`config.mk`:
```
export PLATFORM = sky130hd
export DESIGN_NAME = ssp_port
export DESIGN_NICKNAME = d
export VERILOG_FILES = /design/src/ssp_pkg.sv /design/src/ssp_shift_if.sv /design/src/ssp_port.sv /design/src/ssp_shifter.sv
export VERILOG_INCLUDE_DIRS = /design/src
export SDC_FILE = /design/constraint.sdc
export NUM_CORES = 1
export LEC_CHECK = 0
export ABC_CLOCK_PERIOD_IN_PS = 2200
export CORE_MARGIN = 5
export CORE_UTILIZATION = 37
export CTS_CLUSTER_DIAMETER = 30
export DETAILED_ROUTE_END_ITERATION = 16
export DONT_BUFFER_PORTS = 1
export GPL_TIMING_DRIVEN = 0
export PLACE_DENSITY = 0.61
export SYNTH_ARGS = -nofsm -noshare
export SYNTH_HDL_FRONTEND = slang
export SYNTH_SLANG_ARGS = --single-unit
```
`constraint.sdc`:
```
create_clock -name mclk_i -period 2.2 [get_ports mclk_i]
set_clock_uncertainty 0.05 [all_clocks]
set_input_delay 0.22 -clock mclk_i [delete_from_list [all_inputs] [get_ports mclk_i]]
set_output_delay 0.22 -clock mclk_i [all_outputs]
set_load 0.05 [all_outputs]
```
`src/ssp_defines.svh`:
```
// serial port constants: register offsets, field positions, reset values
// assumes inclusion by bare name from the port design module
`ifndef SSP_DEFINES_SVH
`define SSP_DEFINES_SVH
`define SSP_ADDR_CTRL     2'h0
`define SSP_ADDR_STAT     2'h1
`define SSP_ADDR_DATA     2'h2
`define SSP_ADDR_PORTC    2'h3
`define SSP_CTRL_RESET    8'h00
`define SSP_BIT_IRQEN     7
`define SSP_BIT_ENABLE    6
`define SSP_BIT_ORDER     5
`define SSP_BIT_ROLE      4
`define SSP_BIT_RATE      0
`define SSP_DIV_FAST      4'h1
`define SSP_DIV_SLOW      4'h8
`endif

```
`src/ssp_pkg.sv`:
```
// serial port types
// assumes ssp_defines.svh is on the include path
package ssp_pkg;
  typedef enum logic [1:0] {SSP_IDLE, SSP_LOW, SSP_HIGH} ssp_state_e;
endpackage : ssp_pkg

```
`src/ssp_shift_if.sv`:
```
// shifter control and data between the port top and its shift engine
// assumes one clock domain
`timescale 1ns/100ps
interface ssp_shift_if;
  logic       load;
  logic [7:0] load_data;
  logic       lsb_first;
  logic       sample;
  logic       shift;
  logic       in_bit;
  logic [7:0] data;
  logic       out_bit;
  modport ctrl (output load, load_data, lsb_first, sample, shift, in_bit,
                input  data, out_bit);
  modport eng  (input  load, load_data, lsb_first, sample, shift, in_bit,
                output data, out_bit);
endinterface : ssp_shift_if

```
`src/ssp_port.sv`:
```
// serial peripheral port: control, status, data registers and clocking
// assumes a simple cpu bus with one-cycle read/write strobes
`timescale 1ns/100ps
`include "ssp_defines.svh"
// Summary of operation
// - enable takes port c bits 0,1,2 as clock, data out, data in
// - clearing enable resets serial logic and frees port c pins 0 and 2
// - data-out pin is input when disabled, driven output when enabled
// - port c reads give pin levels; port data register unused
// - role set: master drives clock pin; clear: slave, clock is input
// - master: data write starts eight clock pulses
// - master rate is clock/16 with rate bit set, clock/2 clear
// - master clock rests high when idle and after eighth pulse
// - serial output changes on falling clock edge
// - slave shifts on external clock, ignores rate, latches input
// - 3-bit counter counts pulses; overflow sets done flag, halts
// - slave ignores clocks while done flag set
// - order bit set shifts lsb first, clear shifts msb first
// - interrupt raised while done flag and irq enable both set
// - interrupt held as level while enable and flag stay set
// - done flag cleared by status read then data access
// - collision set on data access while shifting without status read
// - collision cleared by status read with done flag set, then data access
// - control, data read/write; status read-only; ctrl bits 3:1 zero
// - done flag set on rising edge of eighth clock
// - collision raises no interrupt, transfer continues unaffected
// - data writes ignored while shifting or flag set without status read
module ssp_port
  import ssp_pkg::*;
(
  // clock and reset
  input  wire logic       mclk_i,
  input  wire logic       rst_i,
  // cpu register port
  input  wire logic [1:0] addr_i,
  input  wire logic       rd_i,
  input  wire logic       wr_i,
  input  wire logic [7:0] wdata_i,
  output logic      [7:0] rdata_o,
  output logic            irq_o,
  // port c pins 0..2 and general purpose side
  input  wire logic [2:0] pc_in_i,
  input  wire logic [2:0] gp_out_i,
  input  wire logic [2:0] gp_oe_i,
  output logic      [2:0] pc_out_o,
  output logic      [2:0] pc_oe_o
);
  ssp_shift_if sh ();

  ssp_shifter u_shift (
    .mclk_i (mclk_i),
    .rst_i  (rst_i),
    .sh     (sh)
  );

  logic [7:0] ctrl_r, ctrl_nxt;
  logic       done_r, done_nxt;
  logic       coll_r, coll_nxt;
  logic       armed_r, armed_nxt;
  logic       busy_r, busy_nxt;
  logic [2:0] cnt_r, cnt_nxt;
  logic [3:0] div_r, div_nxt;
  logic       sck_r, sck_nxt;
  logic       sdo_r, sdo_nxt;
  logic       sin_r, sin_nxt;
  logic [7:0] rdata_nxt;
  logic       irq_nxt;
  logic [2:0] pout_nxt, poe_nxt;
  ssp_state_e st_r, st_nxt;

  logic en, master, rise, fall, data_acc, stat_rd, wr_ok;

  assign en       = ctrl_r[`SSP_BIT_ENABLE];
  assign master   = ctrl_r[`SSP_BIT_ROLE];
  assign data_acc = (rd_i | wr_i) && addr_i == `SSP_ADDR_DATA;
  assign stat_rd  = rd_i && addr_i == `SSP_ADDR_STAT;
  assign wr_ok    = wr_i && addr_i == `SSP_ADDR_DATA
                    && !busy_r && !(done_r && !armed_r);

  // serial clock edges: own divider in master, external pin in slave
  always_comb begin
    st_nxt  = st_r;
    div_nxt = div_r;
    sck_nxt = sck_r;
    rise    = 1'b0;
    fall    = 1'b0;
    if (master) begin
      unique case (st_r)
        SSP_IDLE: begin
          sck_nxt = 1'b1;
          if (wr_ok) begin
            st_nxt  = SSP_HIGH;
            div_nxt = 4'h0;
          end
        end
        SSP_HIGH, SSP_LOW: begin
          div_nxt = div_r + 4'h1;
          if (div_nxt == (ctrl_r[`SSP_BIT_RATE] ? `SSP_DIV_SLOW
                                                : `SSP_DIV_FAST)) begin
            div_nxt = 4'h0;
            if (st_r == SSP_HIGH) begin
              st_nxt  = SSP_LOW;
              sck_nxt = 1'b0;
              fall    = 1'b1;
            end else begin
              sck_nxt = 1'b1;
              rise    = 1'b1;
              st_nxt  = (cnt_r == 3'h7) ? SSP_IDLE : SSP_HIGH;
            end
          end
        end
      endcase
    end else begin
      st_nxt  = SSP_IDLE;
      sck_nxt = pc_in_i[0];
      rise    = !sck_r && pc_in_i[0] && !done_r;
      fall    = sck_r && !pc_in_i[0] && !done_r;
    end
    if (!en) begin
      st_nxt  = SSP_IDLE;
      sck_nxt = 1'b1;
      rise    = 1'b0;
      fall    = 1'b0;
    end
  end

  // registers, flags, counter
  always_comb begin
    ctrl_nxt  = ctrl_r;
    done_nxt  = done_r;
    coll_nxt  = coll_r;
    armed_nxt = armed_r;
    busy_nxt  = busy_r;
    cnt_nxt   = cnt_r;
    sdo_nxt   = sdo_r;
    sin_nxt   = sin_r;
    if (wr_i && addr_i == `SSP_ADDR_CTRL) begin
      ctrl_nxt = {wdata_i[7:4], 3'h0, wdata_i[0]};
    end
    if (stat_rd && done_r) begin
      armed_nxt = 1'b1;
    end
    if (data_acc) begin
      if (armed_r) begin
        done_nxt  = 1'b0;
        coll_nxt  = 1'b0;
        armed_nxt = 1'b0;
      end
      if (busy_r && !armed_r) begin
        coll_nxt = 1'b1;
      end
    end
    if (rise) begin
      sin_nxt = pc_in_i[2];
      busy_nxt = 1'b1;
      cnt_nxt = cnt_r + 3'h1;
      if (cnt_r == 3'h7) begin
        done_nxt = 1'b1;
        busy_nxt = 1'b0;
      end
    end
    if (fall) begin
      busy_nxt = 1'b1;
      if (cnt_r == 3'h0) begin
        sdo_nxt = sh.out_bit;
      end else begin
        sdo_nxt = sh.lsb_first ? sh.data[1] : sh.data[6];
      end
    end
    if (wr_ok) begin
      sdo_nxt = ctrl_r[`SSP_BIT_ORDER] ? wdata_i[0] : wdata_i[7];
      busy_nxt = master;
    end
    if (!en) begin
      busy_nxt = 1'b0;
      cnt_nxt  = 3'h0;
    end
  end

  // shifter drive: load on accepted write, shift on falling edges after the first and on eighth rising edge
  assign sh.load      = wr_ok;
  assign sh.load_data = wdata_i;
  assign sh.lsb_first = ctrl_r[`SSP_BIT_ORDER];
  assign sh.sample    = rise;
  assign sh.in_bit    = pc_in_i[2];
  assign sh.shift     = fall && cnt_r != 3'h0 || rise && cnt_r == 3'h7;

  // read mux, interrupt and pin outputs
  always_comb begin
    unique case (addr_i)
      `SSP_ADDR_CTRL:  rdata_nxt = ctrl_r;
      `SSP_ADDR_STAT:  rdata_nxt = {done_r, coll_r, 6'h00};
      `SSP_ADDR_DATA:  rdata_nxt = sh.data;
      `SSP_ADDR_PORTC: rdata_nxt = {5'h00, pc_in_i};
    endcase
    irq_nxt  = ctrl_r[`SSP_BIT_IRQEN] && done_nxt;
    pout_nxt = gp_out_i;
    poe_nxt  = gp_oe_i;
    if (en) begin
      pout_nxt = {1'b0, sdo_nxt, sck_nxt};
      poe_nxt  = {1'b0, 1'b1, master};
    end else begin
      poe_nxt[1] = 1'b0;
    end
  end

  always_ff @(posedge mclk_i) begin
    if (rst_i) begin
      ctrl_r   <= `SSP_CTRL_RESET;
      done_r   <= 1'b0;
      coll_r   <= 1'b0;
      armed_r  <= 1'b0;
      busy_r   <= 1'b0;
      cnt_r    <= 3'h0;
      div_r    <= 4'h0;
      sck_r    <= 1'b1;
      sdo_r    <= 1'b1;
      sin_r    <= 1'b0;
      st_r     <= SSP_IDLE;
      rdata_o  <= 8'h00;
      irq_o    <= 1'b0;
      pc_out_o <= 3'h0;
      pc_oe_o  <= 3'h0;
    end else begin
      ctrl_r   <= ctrl_nxt;
      done_r   <= done_nxt;
      coll_r   <= coll_nxt;
      armed_r  <= armed_nxt;
      busy_r   <= busy_nxt;
      cnt_r    <= cnt_nxt;
      div_r    <= div_nxt;
      sck_r    <= sck_nxt;
      sdo_r    <= sdo_nxt;
      sin_r    <= sin_nxt;
      st_r     <= st_nxt;
      rdata_o  <= rdata_nxt;
      irq_o    <= irq_nxt;
      pc_out_o <= pout_nxt;
      pc_oe_o  <= poe_nxt;
    end
  end
endmodule : ssp_port

```
`src/ssp_shifter.sv`:
```
// 8-bit shift register with selectable bit order
// assumes sample and shift are single-cycle strobes; a shift with sample
// takes the fresh input bit directly
`timescale 1ns/100ps
module ssp_shifter
  import ssp_pkg::*;
(
  // clock and reset
  input  wire logic mclk_i,
  input  wire logic rst_i,
  // shifter port
  ssp_shift_if.eng  sh
);
  logic [7:0] data_r;
  logic [7:0] data_nxt;
  logic       in_r;
  logic       in_nxt;

  always_comb begin
    data_nxt = data_r;
    in_nxt   = in_r;
    if (sh.load) begin
      data_nxt = sh.load_data;
    end else begin
      if (sh.sample) begin
        in_nxt = sh.in_bit;
      end
      if (sh.shift) begin
        if (sh.lsb_first) begin
          data_nxt = {in_nxt, data_r[7:1]};
        end else begin
          data_nxt = {data_r[6:0], in_nxt};
        end
      end
    end
  end

  always_ff @(posedge mclk_i) begin
    if (rst_i) begin
      in_r <= 1'b0;
    end else begin
      in_r <= in_nxt;
    end
    data_r <= data_nxt;
  end

  assign sh.data    = data_r;
  assign sh.out_bit = sh.lsb_first ? data_r[0] : data_r[7];
endmodule : ssp_shifter

```
==> results.md <==
* Routed vias at between 1500 and 2000
* # DRC at 0
* Area share of the largest cell type after synthesis at 33.1%
* Routed wire length at 5260 µm
* 1st-iter DRT viols at 48
* Tot Pwr at 1630 µW
* Switching fraction of total power at 24.7%
* Final setup vio count at 0
* Part of the power in the clock network at a little under two fifths
* Hold Vio Cnt, Final at 0
* CTS tree: built
* Die H at 86.7 µm
* Leak Pwr at around 0.00090 µW
* CP arrival at 2.23 ns
* Pre-Repair DR Iteration Count at 5
* Dominant cell type by area after synthesis: dfxtp_1
* GRT Total Usage at 14.7%
* Run status: finished clean
* Final Slew Violations at 0
* Comb pwr share at 7.0%
* Fin cells at 320
* Flop pwr share at 54.8%
* Worst hold path class: in -> reg
* Asr flop ratio synth at 0%
* Post-route cell area at around 2500 µm²
* Placed inst area at 2270 µm²
* Synth area leaders: dfxtp_1 (33%), edfxtp_1 (11%), mux2i_1 (9.7%)
* Worst-path clk slew at 0.09 ns
* CP max FO at 10
* Crit start category: flop
* Netlist cell types at 53
* # diodes at 0
* Inst Count DP at 307
* # nets final at 273
* Sink Count at 44
* Number of I/O pins at 38
* First-pass GRT wire length at 8510 µm
* GRT met2 Usage at 23.3%
* Core area at 5820 µm²
* CTS Hold Buffers Added at 0
* CTS Buf Count at 5
* Yosys warns at 0
* Worst Max-Slew Pin Slew at 0.628 ns
* Worst IR Drop VDD at between 0.2 and 0.3 mV
* Slew margin rel. at 58.1%
* Largest net degree at the start of global routing at 14
* GR Util met1 at 18.5%
* Max Root-Sink Buffers at 2
* Max Freq at 480 MHz
* Vias in the first global route at approximately 1700
* Routed len/inst at 16.4 µm
* Post-DP HPWL at 3840 µm
* Clk_lat worst skew at 0.30 ns
* Post-DRT Antenna Nets at 0
* Period utilization at 94.8%
* Power per Cell Area at 652 nW/µm²
* Mean Syn Cell Area at 9.37 µm²
* GPL Wtd Cong at 0.836
* Vias per inst at 5.45
* Site Rows at 28
* WS Path Type: reg -> reg
* Syn Nets at 261
* Max_cap viols at 0
* CTS root buf: clkbuf_8
* Final core occ at 43.0%
* Die Area at 7510 µm²
* Worst EP required at 2.35 ns
* Internal power at about 1200 µW
* RSZ-0062 raised after global routing: false
* P&R area growth vs syn at 14.9%
* Post-synth EDFFs at 8
* R2R setup slack at 0.12 ns
* Synthesized area at 2170 µm²
* CP Capture Type: flop
* Number of port buffers at 0
* Initial antenna violation count at 0
* GRT Max-Usage Layer: met2
* Layout cells sized above 1 at roughly an eighth
* Post-Synthesis Cells at 232
* CTS H-tree lvls at 2
* Met3 Resource Use GR at under 10%
* Min Hold Slack at 0.0142 ns
* Switching pwr at 402 µW
* Overflow after GRT at 0
* Register area share after synthesis at 44.2%
* Fin crit period at ~2.1 ns
* Starting density of the core at 37.4%
* #FFs+latches synth at 44
* Die X-Extent at 86.7 µm
* Ys flop type: dfxtp_1
-- layer usage --
metal	vias up	wire length, µm
met2	39	2420
met5	-	0
met3	7	334
li1	857	-
met4	0	80
met1	842	2430
-- flip-flops by register name (all words and copies together), names as in the netlist --
register and flops:
sck_r 1, u_shift.in_r 1, pc_oe_o 3, done_r 1
cnt_r 3, armed_r 1, rdata_o 8, st_r 2
sdo_r 1, div_r 4, irq_o 1, ctrl_r 5
busy_r 1, u_shift.sh.data 8, coll_r 1, pc_out_o 3
-- synth_stat cells (2+ instances only) --
| cell type | instances |
|---|---|
| nor3b_1 | 4 |
| dfxtp_1 | 36 |
| buf_1 | 2 |
| nor2b_1 | 4 |
| nand2b_1 | 5 |
| o21ai_0 | 6 |
| or3_1 | 3 |
| nor4_1 | 4 |
| nand3_1 | 5 |
| nand2_1 | 18 |
| ha_1 | 6 |
| nor3_1 | 5 |
| a21oi_1 | 11 |
| clkbuf_1 | 10 |
| a31oi_1 | 2 |
| and2_1 | 3 |
| nor2_1 | 23 |
| o221ai_1 | 2 |
| inv_1 | 10 |
| edfxtp_1 | 8 |
| o21ai_1 | 12 |
| mux2i_1 | 21 |
| a211oi_1 | 2 |
-- worst paths after layout --
check / startpoint / end / cells past startpoint
max: done_r$_SDFF_PP0_ / pc_out_o[1]$_SDFF_PP0_ / 5
min: wdata_i[7] / ctrl_r[7]$_SDFFE_PP0P_ / 2
max reg2reg: done_r$_SDFF_PP0_ / pc_out_o[1]$_SDFF_PP0_ / 5
min reg2reg: u_shift.in_r$_SDFFE_PP0N_ / u_shift.in_r$_SDFFE_PP0N_ / 2
-- power by group through the flow --
stage          sequential (µW)  combinational [µW]  clock (µW)
2_1_floorplan              907                85.1           0
3_3_place_gp               911                 105           0
3_5_place_dp               912                 106           0
4_1_cts                    893                 109         637
5_1_grt                    895                 128         664
6_report                   892                 115         622
-- stage by stage --
step / setup slack [ns] / TNS [ns]
after floorplan: -0.0122 / -0.0122
after global placement: -0.312 / -2.85
after detailed placement: -0.331 / -2.91
after CTS: 0.0376 / 0
after global routing: 0.00729 / 0
final: 0.115 / 0
-- cells in the final DEF (no fill, tap or decap), types with 2 or more instances in the layout --
cell,netlist,final
nor3_1,5,5
inv_1,10,10
buf_4,0,6
clkbuf_8,0,5
dfxtp_1,36,36
nand2b_1,5,5
and2_1,3,3
mux2i_1,21,21
clkbuf_1,10,10
nand2_1,18,18
buf_1,2,2
nor2_1,23,23
nor3b_1,4,4
or3_1,3,3
a31oi_1,2,2
edfxtp_1,8,8
a21oi_1,11,10
a211oi_1,2,2
ha_1,6,5
o21ai_1,12,12
a21oi_2,1,2
nor4_1,4,2
nand3_1,5,5
o21ai_0,6,6
nor2b_1,4,4
-- final cells by class --
cell class              instances  area, µm²
plain buffers                  12       52.6
clock buffers                   6       72.6
clock inverters                 2       35.0
fillers                       596       3320
inverters                      10       37.5
multi-input cells             165       1200
flip-flops and latches         44        961
well taps                      75       93.8
repair buffers                  6       45.0
-- what timing repair did --
action / 4_1_cts / 5_1_grt
gates resized for setup: 6 / 4
pin swaps: 4 / 2
endpoints found under the setup margin: 13 / 11
setup buffers: 3 / 3
gates cloned: 0 / 0
-- cell families (layout without fill, tap and decap cells) --
group | count (synthesis) | in the layout | synth area share [%]
AOI/OAI and AO/OA | 50 | 50 | 15.1
xor gates and xnor gates | 2 | 2 | 0.806
adders and majority gates | 6 | 6 | 3.45
buffers and inverters | 23 | 36 | 4.32
DFF | 44 | 44 | 44.2
muxes | 23 | 23 | 11.2
and+or+nand+nor | 84 | 84 | 20.9
-- critical path: stages, from the launching register on --
cell and delay (ns):
dfxtp_1 0.39, nor2b_4 0.17, or4b_4 0.54, buf_6 0.17, a311o_1 0.36, a2111oi_4 0.31
(Power assumes the default switching activity.)
